### src/logic/fze_pkg.sv
// Operation
// [RULE1] Finite nonzero divided by zero raises zero-divide
// [RULE2] Divides, integer divides, log, extract report it
// [RULE3] Masked divide: infinity, sign is XOR of signs
// [RULE4] Masked log: infinity opposite non-zero operand sign
// [RULE5] Masked extract: second minus infinity, top signed zero
// [RULE6] Unmasked zero-divide: flag, handler, nothing modified
// [RULE7] Rounded result above format maximum is overflow
// [RULE8] Check registers and narrowing stores; never integer stores
// [RULE9] Overflow flag and mask at bit 3
// [RULE10] Masked overflow result follows rounding mode
// [RULE11] Unmasked memory overflow: flag, handler, nothing modified; the code still clears the round-up bit
// [RULE12] Unmasked register overflow: exponent minus 24576, store
// [RULE13] Round-up bit from rounding, then flag and handler
// [RULE14] Scale overflowing again stores signed infinity
// [RULE15] Rounded result below normal minimum is underflow
// [RULE16] Integer and decimal stores never signal underflow
// [RULE17] Underflow flag and mask at bit 4
// [RULE18] Unmasked memory underflow: flag, handler, no write
// [RULE19] Unmasked register underflow: exponent plus 24576, store
// [RULE20] Scale underflowing again stores signed zero
// [RULE21] Handler taken only when waiting instruction sees summary
// [RULE22] Masked underflow delivers denormal or signed zero
// [RULE23] Several exceptions at once set all flags together
package fze_pkg;

   localparam logic [31:0] ADDR_CONTROL = 32'h0000_0000;
   localparam logic [31:0] ADDR_STATUS  = 32'h0000_0004;

   localparam int          BIT_ZERO_DIVIDE = 2;
   localparam int          BIT_OVERFLOW    = 3;
   localparam int          BIT_UNDERFLOW   = 4;
   localparam int          BIT_SUMMARY     = 7;
   localparam int          BIT_PREC_LO     = 8;
   localparam int          BIT_ROUND_UP    = 9;
   localparam int          BIT_RC_LO       = 10;

   localparam logic [15:0] CONTROL_RESET = 16'h031C;
   localparam logic [15:0] CONTROL_MASK  = 16'h0F1C;
   localparam logic [15:0] STATUS_RESET  = 16'h0000;

   localparam int          EXP_BIAS     = 16383;
   localparam int          REBIAS       = 24576;
   localparam int          EMAX_EXT     = 16383;
   localparam int          EMIN_EXT     = -16382;
   localparam int          EMAX_DOUBLE  = 1023;
   localparam int          EMIN_DOUBLE  = -1022;
   localparam int          EMAX_SINGLE  = 127;
   localparam int          EMIN_SINGLE  = -126;
   localparam int          SIG_EXT      = 64;
   localparam int          SIG_DOUBLE   = 53;
   localparam int          SIG_SINGLE   = 24;
   localparam logic [14:0] EXP_ALL_ONES = 15'h7FFF;

   typedef enum logic [3:0] {
      FZE_OP_OTHER,
      FZE_OP_DIVIDE,
      FZE_OP_DIVIDE_POP,
      FZE_OP_REVERSE_DIVIDE,
      FZE_OP_INTEGER_DIVIDE,
      FZE_OP_INTEGER_REVERSE_DIVIDE,
      FZE_OP_LOG_PRODUCT,
      FZE_OP_EXPONENT_EXTRACT,
      FZE_OP_FLOAT_STORE,
      FZE_OP_FLOAT_STORE_POP,
      FZE_OP_INTEGER_STORE,
      FZE_OP_DECIMAL_STORE,
      FZE_OP_SCALE
   } fze_op_e;

   typedef enum logic [1:0] {
      FZE_FMT_EXTENDED,
      FZE_FMT_DOUBLE,
      FZE_FMT_SINGLE
   } fze_fmt_e;

   typedef enum logic [1:0] {
      FZE_RC_NEAREST,
      FZE_RC_DOWN,
      FZE_RC_UP,
      FZE_RC_CHOP
   } fze_rc_e;

   typedef struct packed {
      logic        valid;
      fze_op_e     op;
      logic        dest_mem;
      fze_fmt_e    fmt;
      logic        uses_precision;
      logic        a_sign;
      logic        a_zero;
      logic        a_finite;
      logic        b_sign;
      logic        b_zero;
      logic        b_finite;
      logic        res_number;
      logic        res_sign;
      logic [17:0] res_exp;
      logic [63:0] res_sig;
      logic        rounded_up;
   } fze_req_s;

   typedef struct packed {
      logic        write_top;
      logic [79:0] top_value;
      logic        write_second;
      logic [79:0] second_value;
      logic        dest_mem;
      logic        update_round_up;
      logic        round_up;
      logic        raised_zero_divide;
      logic        raised_overflow;
      logic        raised_underflow;
   } fze_wb_s;

endpackage

### src/logic/fze_exceptions.sv
// Our own choices: the APB interface to the registers and the register offsets.
`timescale 1ns/1ps
module fze_exceptions
   import fze_pkg::*;
(
   input  wire logic        pclk,
   input  wire logic        presetn,
   input  wire logic        psel,
   input  wire logic        penable,
   input  wire logic        pwrite,
   input  wire logic [31:0] paddr,
   input  wire logic [31:0] pwdata,
   output logic             pready,
   output logic [31:0]      prdata,
   output logic             pslverr,
   input  wire fze_req_s    req,
   input  wire logic        wait_check,
   output fze_wb_s          wb,
   output logic             handler_req,
   output logic [15:0]      control_word,
   output logic [15:0]      status_word
);

   function automatic logic signed [19:0] fmt_emax(input fze_fmt_e f);
      case (f)
         FZE_FMT_SINGLE: fmt_emax = 20'(EMAX_SINGLE);
         FZE_FMT_DOUBLE: fmt_emax = 20'(EMAX_DOUBLE);
         default:        fmt_emax = 20'(EMAX_EXT);
      endcase
   endfunction

   function automatic logic signed [19:0] fmt_emin(input fze_fmt_e f);
      case (f)
         FZE_FMT_SINGLE: fmt_emin = 20'(EMIN_SINGLE);
         FZE_FMT_DOUBLE: fmt_emin = 20'(EMIN_DOUBLE);
         default:        fmt_emin = 20'(EMIN_EXT);
      endcase
   endfunction

   // Significand holding as many leading ones as the format keeps
   function automatic logic [63:0] max_sig(input int bits);
      logic [63:0] m;
      m = '0;
      for (int i = 0; i < SIG_EXT; i++) begin
         if (i >= SIG_EXT - bits) begin
            m[i] = 1'b1;
         end
      end
      max_sig = m;
   endfunction

   function automatic logic [79:0] pack(input logic s,
                                        input logic signed [19:0] e,
                                        input logic [63:0] m);
      logic signed [19:0] be;
      be = e + 20'(EXP_BIAS);
      pack = {s, be[14:0], m};
   endfunction

   function automatic logic [79:0] infinity(input logic s);
      infinity = {s, EXP_ALL_ONES, 1'b1, 63'h0};
   endfunction

   function automatic logic [79:0] zero(input logic s);
      zero = {s, 79'h0};
   endfunction

   fze_rc_e            rc;
   logic [1:0]         pc;
   logic               mask_zd;
   logic               mask_ov;
   logic               mask_un;
   logic               setup;
   logic               acc_wr;
   logic               is_div;
   logic               is_rev;
   logic               dvd_sign;
   logic               dvd_zero;
   logic               dvd_finite;
   logic               dvs_sign;
   logic               dvs_zero;
   logic               dz_div;
   logic               dz_log;
   logic               dz_ext;
   logic               dz;
   logic               range_chk;
   fze_fmt_e           dfmt;
   logic signed [19:0] rexp;
   logic signed [19:0] emax;
   logic signed [19:0] emin;
   logic               ovf;
   logic               unf;
   int                 sig_bits;
   logic signed [19:0] shifted_exp;
   logic [63:0]        denorm_sig;
   logic signed [19:0] shift_amt;
   logic               unmasked;
   fze_wb_s            next_wb;

   assign rc       = fze_rc_e'(control_word[BIT_RC_LO +: 2]);
   assign pc       = control_word[BIT_PREC_LO +: 2];
   assign mask_zd  = control_word[BIT_ZERO_DIVIDE];
   assign mask_ov  = control_word[BIT_OVERFLOW];
   assign mask_un  = control_word[BIT_UNDERFLOW];
   assign setup    = psel && !penable;
   assign acc_wr   = psel && penable && pready && pwrite;

   // Reverse forms divide the top by the other operand
   always_comb begin
      is_div = req.op inside {FZE_OP_DIVIDE, FZE_OP_DIVIDE_POP,
                              FZE_OP_REVERSE_DIVIDE,
                              FZE_OP_INTEGER_DIVIDE,
                              FZE_OP_INTEGER_REVERSE_DIVIDE};  // [RULE2]
      is_rev = req.op inside {FZE_OP_REVERSE_DIVIDE,
                              FZE_OP_INTEGER_REVERSE_DIVIDE};
      dvd_sign   = is_rev ? req.a_sign   : req.b_sign;
      dvd_zero   = is_rev ? req.a_zero   : req.b_zero;
      dvd_finite = is_rev ? req.a_finite : req.b_finite;
      dvs_sign   = is_rev ? req.b_sign   : req.a_sign;
      dvs_zero   = is_rev ? req.b_zero   : req.a_zero;
   end

   always_comb begin
      dz_div = is_div && dvd_finite && !dvd_zero && dvs_zero;   // [RULE1]
      dz_log = (req.op == FZE_OP_LOG_PRODUCT) && req.a_zero
               && req.b_finite && !req.b_zero;                  // [RULE2]
      dz_ext = (req.op == FZE_OP_EXPONENT_EXTRACT) && req.a_zero; // [RULE2]
      dz     = req.valid && (dz_div || dz_log || dz_ext);
   end

   // Integer and decimal stores report range trouble as invalid elsewhere
   always_comb begin
      range_chk = req.valid && req.res_number && !dz
                  && !(req.op inside {FZE_OP_INTEGER_STORE,
                                      FZE_OP_DECIMAL_STORE}); // [RULE8] [RULE16]
      dfmt = req.dest_mem ? req.fmt : FZE_FMT_EXTENDED;
      rexp = 20'(signed'(req.res_exp));
      emax = fmt_emax(dfmt);
      emin = fmt_emin(dfmt);
      ovf  = range_chk && (rexp > emax);                    // [RULE7]
      unf  = range_chk && (rexp < emin);                    // [RULE15]
   end

   always_comb begin
      if (req.dest_mem) begin
         case (req.fmt)
            FZE_FMT_SINGLE: sig_bits = SIG_SINGLE;
            FZE_FMT_DOUBLE: sig_bits = SIG_DOUBLE;
            default:        sig_bits = SIG_EXT;
         endcase
      end else if (!req.uses_precision) begin
         sig_bits = SIG_EXT;
      end else begin
         case (pc)
            2'b00:   sig_bits = SIG_SINGLE;
            2'b10:   sig_bits = SIG_DOUBLE;
            default: sig_bits = SIG_EXT;
         endcase
      end
   end

   // Denormal: the significand slides right until the exponent is emin
   always_comb begin
      shift_amt  = emin - rexp;
      denorm_sig = (shift_amt >= 20'sd64) ? 64'h0
                   : (req.res_sig >> shift_amt[5:0]);
      shifted_exp = ovf ? rexp - 20'(REBIAS) : rexp + 20'(REBIAS);
   end

   assign unmasked = (dz && !mask_zd) || (ovf && !mask_ov)
                     || (unf && !mask_un);

   always_comb begin
      next_wb = '0;
      next_wb.dest_mem           = req.dest_mem;
      next_wb.raised_zero_divide = dz;
      next_wb.raised_overflow    = ovf;
      next_wb.raised_underflow   = unf;
      if (dz) begin
         if (mask_zd) begin
            if (dz_ext) begin
               next_wb.write_second = 1'b1;
               next_wb.second_value = infinity(1'b1);              // [RULE5]
               next_wb.write_top    = 1'b1;
               next_wb.top_value    = zero(req.a_sign);             // [RULE5]
            end else if (dz_log) begin
               next_wb.write_top = 1'b1;
               next_wb.top_value = infinity(!req.b_sign);           // [RULE4]
            end else begin
               next_wb.write_top = 1'b1;
               next_wb.top_value = infinity(dvd_sign ^ dvs_sign);   // [RULE3]
            end
         end
         // Unmasked: no write, stack and operands stay as they were [RULE6]
      end else if (ovf) begin
         if (mask_ov) begin
            next_wb.write_top = 1'b1;
            if (rc == FZE_RC_NEAREST || (rc == FZE_RC_DOWN && req.res_sign)
                || (rc == FZE_RC_UP && !req.res_sign)) begin
               next_wb.top_value = infinity(req.res_sign);           // [RULE10]
            end else begin
               next_wb.top_value = pack(req.res_sign, emax,
                                        max_sig(sig_bits));          // [RULE10]
            end
         end else if (req.dest_mem) begin
            next_wb.update_round_up = 1'b1;                          // [RULE11]
         end else begin
            next_wb.write_top       = 1'b1;
            next_wb.update_round_up = 1'b1;
            next_wb.round_up        = req.rounded_up;                // [RULE13]
            if (req.op == FZE_OP_SCALE && shifted_exp > emax) begin
               next_wb.top_value = infinity(req.res_sign);           // [RULE14]
            end else begin
               next_wb.top_value = pack(req.res_sign, shifted_exp,
                                        req.res_sig);                // [RULE12]
            end
         end
      end else if (unf) begin
         if (mask_un) begin
            next_wb.write_top = 1'b1;
            next_wb.top_value = {req.res_sign,
                                 (dfmt == FZE_FMT_EXTENDED) ? 15'h0000
                                 : 15'(emin + 20'(EXP_BIAS)),
                                 denorm_sig};                        // [RULE22]
         end else if (req.dest_mem) begin
            next_wb.update_round_up = 1'b1;                          // [RULE18]
         end else begin
            next_wb.write_top       = 1'b1;
            next_wb.update_round_up = 1'b1;
            next_wb.round_up        = req.rounded_up;                // [RULE19]
            if (req.op == FZE_OP_SCALE && shifted_exp < emin) begin
               next_wb.top_value = zero(req.res_sign);               // [RULE20]
            end else begin
               next_wb.top_value = pack(req.res_sign, shifted_exp,
                                        req.res_sig);                // [RULE19]
            end
         end
      end
   end

   // Result and its flags leave together, one cycle after the request
   always_ff @(posedge pclk or negedge presetn) begin
      if (!presetn) begin
         wb <= '0;
      end else begin
         wb <= next_wb;                                              // [RULE13]
      end
   end

   always_ff @(posedge pclk or negedge presetn) begin
      if (!presetn) begin
         control_word <= CONTROL_RESET;
      end else if (acc_wr && paddr == ADDR_CONTROL) begin
         control_word <= pwdata[15:0] & CONTROL_MASK;   // [RULE1] [RULE9] [RULE17]
      end
   end

   // Flags clear by writing one; a flag raised in the same cycle survives
   always_ff @(posedge pclk or negedge presetn) begin
      if (!presetn) begin
         status_word <= STATUS_RESET;
      end else begin
         logic [15:0] clr;
         logic [15:0] s;
         clr = (acc_wr && paddr == ADDR_STATUS) ? pwdata[15:0] : 16'h0000;
         s = status_word;
         s[BIT_ZERO_DIVIDE] = (s[BIT_ZERO_DIVIDE] && !clr[BIT_ZERO_DIVIDE])
                              || next_wb.raised_zero_divide;         // [RULE1]
         s[BIT_OVERFLOW]    = (s[BIT_OVERFLOW] && !clr[BIT_OVERFLOW])
                              || next_wb.raised_overflow;            // [RULE9]
         s[BIT_UNDERFLOW]   = (s[BIT_UNDERFLOW] && !clr[BIT_UNDERFLOW])
                              || next_wb.raised_underflow;  // [RULE17] [RULE23]
         s[BIT_SUMMARY]     = (s[BIT_SUMMARY] && !clr[BIT_SUMMARY])
                              || unmasked;                           // [RULE6]
         if (next_wb.update_round_up) begin
            s[BIT_ROUND_UP] = next_wb.round_up;                      // [RULE13]
         end else if (clr[BIT_ROUND_UP]) begin
            s[BIT_ROUND_UP] = 1'b0;
         end
         status_word <= s;
      end
   end

   // Handler waits for the next waiting instruction to look at the summary
   always_ff @(posedge pclk or negedge presetn) begin
      if (!presetn) begin
         handler_req <= 1'b0;
      end else begin
         handler_req <= wait_check && status_word[BIT_SUMMARY];      // [RULE21]
      end
   end

   // Zero-wait slave: answer registered during setup, ready in access
   always_ff @(posedge pclk or negedge presetn) begin
      if (!presetn) begin
         pready  <= 1'b0;
         prdata  <= 32'h0000_0000;
         pslverr <= 1'b0;
      end else if (setup) begin
         pready  <= 1'b1;
         pslverr <= !(paddr == ADDR_CONTROL || paddr == ADDR_STATUS);
         if (pwrite) begin
            prdata <= 32'h0000_0000;
         end else if (paddr == ADDR_CONTROL) begin
            prdata <= {16'h0000, control_word};
         end else if (paddr == ADDR_STATUS) begin
            prdata <= {16'h0000, status_word};
         end else begin
            prdata <= 32'h0000_0000;
         end
      end else begin
         pready  <= 1'b0;
         pslverr <= 1'b0;
      end
   end

endmodule

### config.mk
export PLATFORM = sky130hd
export DESIGN_NAME = fze_exceptions
export DESIGN_NICKNAME = d
export VERILOG_FILES = /design/src/logic/fze_pkg.sv /design/src/logic/fze_exceptions.sv
export SDC_FILE = /design/constraint.sdc
export NUM_CORES = 1
export LEC_CHECK = 0
export BUFFER_PORTS_ARGS = -buffer_cell sky130_fd_sc_hd__buf_4
export CORE_MARGIN = 2
export CORE_UTILIZATION = 32
export DETAILED_ROUTE_END_ITERATION = 16
export PLACE_DENSITY_LB_ADDON = 0.3
export SLEW_MARGIN = 0
export SYNTH_ARGS = -nofsm -noshare
export SYNTH_HDL_FRONTEND = slang
export SYNTH_SLANG_ARGS = --single-unit
### constraint.sdc
create_clock -name pclk -period 6.3 [get_ports pclk]
set_input_delay 0 -clock pclk [delete_from_list [all_inputs] [get_ports pclk]]
set_output_delay 0 -clock pclk [all_outputs]
set_load 0.1 [all_outputs]
==> results of run 1 <==
-- metrics by stage --
step	setup slack, ps	util [%]	power (uW)
2_1_floorplan	304	-	2030
3_3_place_gp	559	38.1	2460
3_5_place_dp	573	38.1	2460
4_1_cts	413	40.3	3100
5_1_grt	110	40.3	3250
6_report	358	40.3	3120
-- worst min-delay path by stage --
stage,from,endpoint,slack (ps),cells past startpoint
global route,req[31],wb[117],4,3
global placement,presetn,wb[0],9,1
CTS,req[31],wb[117],0.3,3
detailed placement,presetn,wb[95],20,1
floorplan,presetn,control_word[10],-300,0
finish,req[31],wb[117],10,3
-- final cells by class --
type	instances	area (um2)	area share (%)
clock buffers	10	229	1.42
clock inverters	6	52.6	0.326
inverters	41	154	0.956
multi-input cells	1302	9150	56.8
flip-flops and latches	111	2780	17.3
well taps	525	657	4.08
repair buffers	382	3070	19.1
-- power by group through the flow --
stage               clock, uW  sequential, uW  combinational (uW)
detailed placement          0             773                1690
global placement            0             774                1690
global route              641             763                1850
CTS                       612             759                1730
floorplan                   0            1010                1020
finish                    606             760                1760
-- Yosys cell counts (9+ instances only) --
cell	n	area, um2
nand3_1	43	215
buf_2	13	65.1
dfrtp_1	106	2650
ha_1	44	551
nand2_1	201	754
or3_1	11	68.8
a221oi_1	21	184
a311oi_1	18	158
xor2_1	10	87.6
o21ai_0	86	430
nor3_1	42	210
and3_1	33	206
nor4_1	15	93.8
xnor2_1	18	158
a21oi_1	143	716
o22ai_1	18	113
a31oi_1	33	206
mux2_2	23	259
mux4_2	64	1440
nor2_1	83	312
a211oi_1	31	233
inv_1	38	143
clkbuf_1	105	394
o211ai_1	27	203
buf_1	12	45.0
nand2b_1	13	81.3
buf_4	124	931
a21o_1	9	67.6
mux2i_1	46	460
-- state kept, by name, summed over array words and instances, names as in the netlist --
name,cells
pslverr,1
pready,1
handler_req,1
prdata,8
status_word,5
wb,88
control_word,7
-- kinds of logic after synthesis --
logic type	share of synthesized area, %
buffers and inverters	12.4
multiplexers	16.6
adder cells (fa/ha/maj)	4.39
other	0.0288
XOR/XNOR	1.89
AND/OR/NAND/NOR	18.2
AO/OA/AOI/OAI	25.1
flip-flops	21.4
-- per-layer routing --
layer  share of wire (%)  track usage, %  up-vias
met3                 9.9            4.94      106
met5               0.052               0        -
li1                    -               -     6276
met4                 3.7            10.4        4
met2                  45            40.7      896
met1                  41            35.2     6844
-- what timing repair did --
action	CTS	global route
hold endpoints to repair	102	0
resized for setup	0	4
hold buffers	61	0
endpoints found under the setup margin	0	12
-- worst max-delay path, cell delays in order --
cell and delay (ps):
dlygate4sd3_1 540, buf_4 260, inv_1 90, nor2_1 190, ha_1 340, inv_1 330
ha_1 330, buf_4 180, inv_1 50, a21oi_1 70, a2111oi_0 550, o21ai_2 210
nor2_4 210, inv_1 110, ha_1 300, and3_1 160, or3_1 380, a21o_1 190
a311oi_1 330, buf_4 190, nor2_1 80, nor2_2 150, buf_12 250, a21oi_1 100
a211oi_1 460, buf_4 200
==> flow_summary.ini, run 1 <==
[route]
antenna_left = 0
wl_mm = 56.2
via_per_inst = 5.94
vias = 14126
remaining_drc_errors = 0
wire_per_inst_um = 23.7
drtIter0Drc = 1770
first_pass_iters = 6

[final_layout]
fin_cells = 2377
final_common_cell = buf_4
syn_to_final_growth_pct = 23.7
mostFrequentLayoutCells = 317 x buf_4, 201 x nand2_1, 143 x a21oi_1
fillCellCount = 4055
drive_gt1_share_pct = 25.3
layout.nets = 2062
antenna_cells = 0
fin_area_um2 = 16100

[synthesis]
ys_ff_latch = 111
synth-edff-count = 0
synth_area_um2 = 13000
synth.distinct_cells = 82
seq_area_frac_synth_pct = 21.4
synth_cells = 1604
synth_area_per_cell_um2 = 8.11
synthFlopType = dfrtp_1
synth-warning-count = 0
async_flop_share_pct = 100

[critical_path]
r2r-start = control_word[8]
reg2regPathDepth = 12
r2r_slack_ps = 2450
r2r_end = wb[98]
critPathLaunchType = primary input
crit_path_end_kind = flop
cp-endpoint = wb[129]
worstPathRequired_ps = 6640
crit_fanout = 39
crit_type = primary input to flop
worstPathArrival_ps = 6290
setup.worst_path.start = req[94]

[grt]
grt-ovfl-total = 0
grt_start_max_net_pins = 73
antenna_found_initial = 3
grt_first_pass_wirelength_mm = 83.3
grt_pass1_vias = 13128
grt_util_all_layers_pct = 26.0

[run_status]
status = finished clean

[timing]
final-setup-viol-count = 0
hold_ws_ps = 10.5
tightest_slew_ps = 1090
period_minus_slack_ps = 5940
timing.fmax_ghz = 0.168
skew_ps = 16.8
drv_slew = 0
slew-limit-headroom_pct = 27.0
hold_violations = 0
timing.final.crit_share_pct = 94.3
rsz0062_at_grt = false
tns_ps = 0

[power_and_ir_drop]
p_leak_uw = 0.00710
clkPwrFrac_pct = 19.4
sw_frac_of_total_pct = 51.4
pwr-share-seq_pct = 24.3
power_switching_uw = 1610
comb_power_share_pct = 56.3
ir_drop_mv = 0.117
p_int_uw = 1520
p_per_area_nw_per_um2 = 194

[place]
gp_congestion = 0.985
dp_cells = 2300
place_hpwl_mm = 41.8
placed_area_um2 = 15200
portBuffers = 273

[die]
dieArea_um2 = 42300
core_area_um2 = 39900
die_h_um = 206
die_w_um = 206
start_util_pct = 32.6
num_io_pins = 405
rows = 73

[clock_tree]
cts_max_path_buffers = 2
cts_buffers = 9
cts_root_buf = clkbuf_16
path_clk_slew_ps = 100
h-tree-depth = 3
insertion_delay_ps = 400
cts_tree = done
clock_sinks = 111
post_cts_buffers = 0

[run]
maxCapViolCount = 0

[hold_path]
hold_path.class = primary input to flop
Power figures use the tool's default switching activity.
==> run 2, diff against run 1 <==
- ABC_CLOCK_PERIOD_IN_PS: unset -> 6300
- CORE_MARGIN: 2 -> 1.5
- RECOVER_POWER: unset -> 25
==> run 2 against run 1 <==
Effect of this change: the flow now finishes with violations (capacitance limit, slew limit); clock power decreased by 5.6%; clock-buffer cell count fell by 1; die area down 0.97%; critical path depth down 1; wire length down 1.1%; hold slack gained 3.7 ps; sequential cell count unchanged; worst setup slack improved by 120 ps; cell count fell by 0.21%; critical endpoint is now wb[136].
==> flow_summary.ini, run 2 (synthesis gave the netlist of run 1 again) <==
[run_status]
status = finished, violations left
violations = capacitance limit, slew limit

[final_layout]
utilization_pct = 39.7
largest_reg_flops = 88
antenna_cells = 0
fin_area_um2 = 15800
layout.nets = 2058
regMostFlops = wb
mostFrequentLayoutCells = 271 x buf_4, 201 x nand2_1, 143 x a21oi_1
largestRegisters = wb: 88 flops, prdata: 8 flops, control_word: 7 flops
drive_gt1_share_pct = 22.8
final_common_cell = buf_4
syn_to_final_growth_pct = 21.8

[timing]
period_minus_slack_ps = 5830
final-setup-viol-count = 0
skew_ps = 14.6
timing.final.crit_share_pct = 92.5
hold_violations = 0
timing.fmax_ghz = 0.172
tns_ps = 0
drv_slew = 39
tightest_slew_ps = 1990
rsz0062_at_grt = false
slew-limit-headroom_pct = -32.9

[clock_tree]
insertion_delay_ps = 390
cts_max_path_buffers = 2
cts_tree = done
h-tree-depth = 3
clock_sinks = 111
path_clk_slew_ps = 80
cts_root_buf = clkbuf_16
post_cts_buffers = 0
cts_buffers = 9

[route]
vias = 14105
antenna_left = 0
via_per_inst = 5.95
maxUsedRoutingLayer = met5
dr_wl_met2_mm = 25.4
wl_mm = 55.6
wire_per_inst_um = 23.5
first_pass_iters = 7
drtIter0Drc = 1591
dr_wl_met3_mm = 5.40
wl_met1_mm = 22.8
remaining_drc_errors = 0

[power_and_ir_drop]
power_switching_uw = 1580
pwr-share-seq_pct = 24.7
clkPwrFrac_pct = 18.6
sw_frac_of_total_pct = 51.3
p_per_area_nw_per_um2 = 194
p_int_uw = 1490
p_leak_uw = 0.00688
comb_power_share_pct = 56.7
fin_total_pwr_uw = 3070
ir_drop_mv = 0.137

[place]
place_hpwl_mm = 41.8
placed_area_um2 = 15200
gp_congestion = 0.978
portBuffers = 273

[critical_path]
crit_slowest_cell = or4b_1
critPathLaunchType = primary input
crit_type = primary input to flop
r2r_slack_ps = 2460
worstPathArrival_ps = 6150
crit_fanout = 36
max_stage_delay_ps = 550
crit_family = simple AND/OR/NAND/NOR gates
crit_buf_inv = 8
crit_path_end_kind = flop
worstPathRequired_ps = 6630

[grt]
grt-ovfl-total = 0
grt_start_max_net_pins = 75
grt_first_pass_wirelength_mm = 82.1
grt_pass1_vias = 12854
antenna_found_initial = 1
grt_util_all_layers_pct = 25.9

[die]
dieArea_um2 = 41900
num_io_pins = 405
die_w_um = 205
die_h_um = 205
core_area_um2 = 39900
start_util_pct = 32.6
rows = 73

[run]
maxCapViolCount = 1

[hold_path]
hold_path.class = primary input to flop
==> run 2: changes by cell type in the layout (fill, tap and decap cells not counted), moves of 2 or more <==
| cell | previous run | this run |
|---|---|---|
| buf_12 | 4 | 2 |
| buf_4 | 317 | 271 |
| clkbuf_1 | 1 | 47 |
| clkbuf_4 | 0 | 2 |
| dlygate4sd3_1 | 61 | 56 |
==> run 2: cell type report <==
| cell class | count | area (um2) |
|---|---|---|
| Clock buffer | 9 | 225 |
| Clock inverter | 6 | 51.3 |
| Fill cell | 4106 | 24100 |
| Inverter | 41 | 154 |
| Multi-Input combinational cell | 1302 | 9150 |
| Sequential cell | 111 | 2780 |
| Tap cell | 525 | 657 |
| Timing Repair Buffer | 378 | 2830 |
==> run 2: metrics by stage <==
| stage | hold WS (ps) | setup WS, ps | std cells |
|---|---|---|---|
| after global placement | -13.4 | 676 | 2301 |
| after floorplan | -296 | 304 | 1710 |
| final | 14.2 | 475 | 2372 |
| after global routing | 2.21 | 49.9 | 2372 |
| after detailed placement | -10.0 | 486 | 2301 |
| after CTS | 1.55 | 319 | 2372 |
==> run 2: repair_timing <==
| action | 4_1_cts | 5_1_grt |
|---|---|---|
| setup endpoints to repair | 0 | 21 |
| gates resized for setup | 0 | 2 |
| endpoints found under the hold margin | 95 | 0 |
| hold buffers | 56 | 0 |
==> run 2: final timing paths <==
path | cells past startpoint | start | endpoint
max in group asynchronous | 3 | presetn | wb[120]
hold / removal | 4 | req[90] | wb[166]
setup reg to reg | 12 | control_word[8] | wb[98]
hold reg to reg | 1 | prdata[7] | prdata[7]
setup / recovery | 25 | req[94] | wb[136]
min in group asynchronous | 2 | presetn | wb[0]
==> run 2: power by group through the flow <==
stage	clock [uW]	sequential [uW]	combinational [uW]
2_1_floorplan	0	1010	1020
3_3_place_gp	0	773	1690
3_5_place_dp	0	773	1690
4_1_cts	588	759	1720
5_1_grt	617	762	1820
6_report	572	759	1740
==> run 2: tightest hold or removal path, cell delays in order <==
cell	delay (ps)
buf_4	80
nand2_1	40
o211ai_1	80
a32o_1	160
==> run 2: routing by layer <==
layer  vias to the layer above  global-route usage, %
li1                       6258                      -
met1                      6880                   34.6
met2                       861                   40.9
met3                       104                   5.39
met4                         2                   9.74
met5                         -                      0
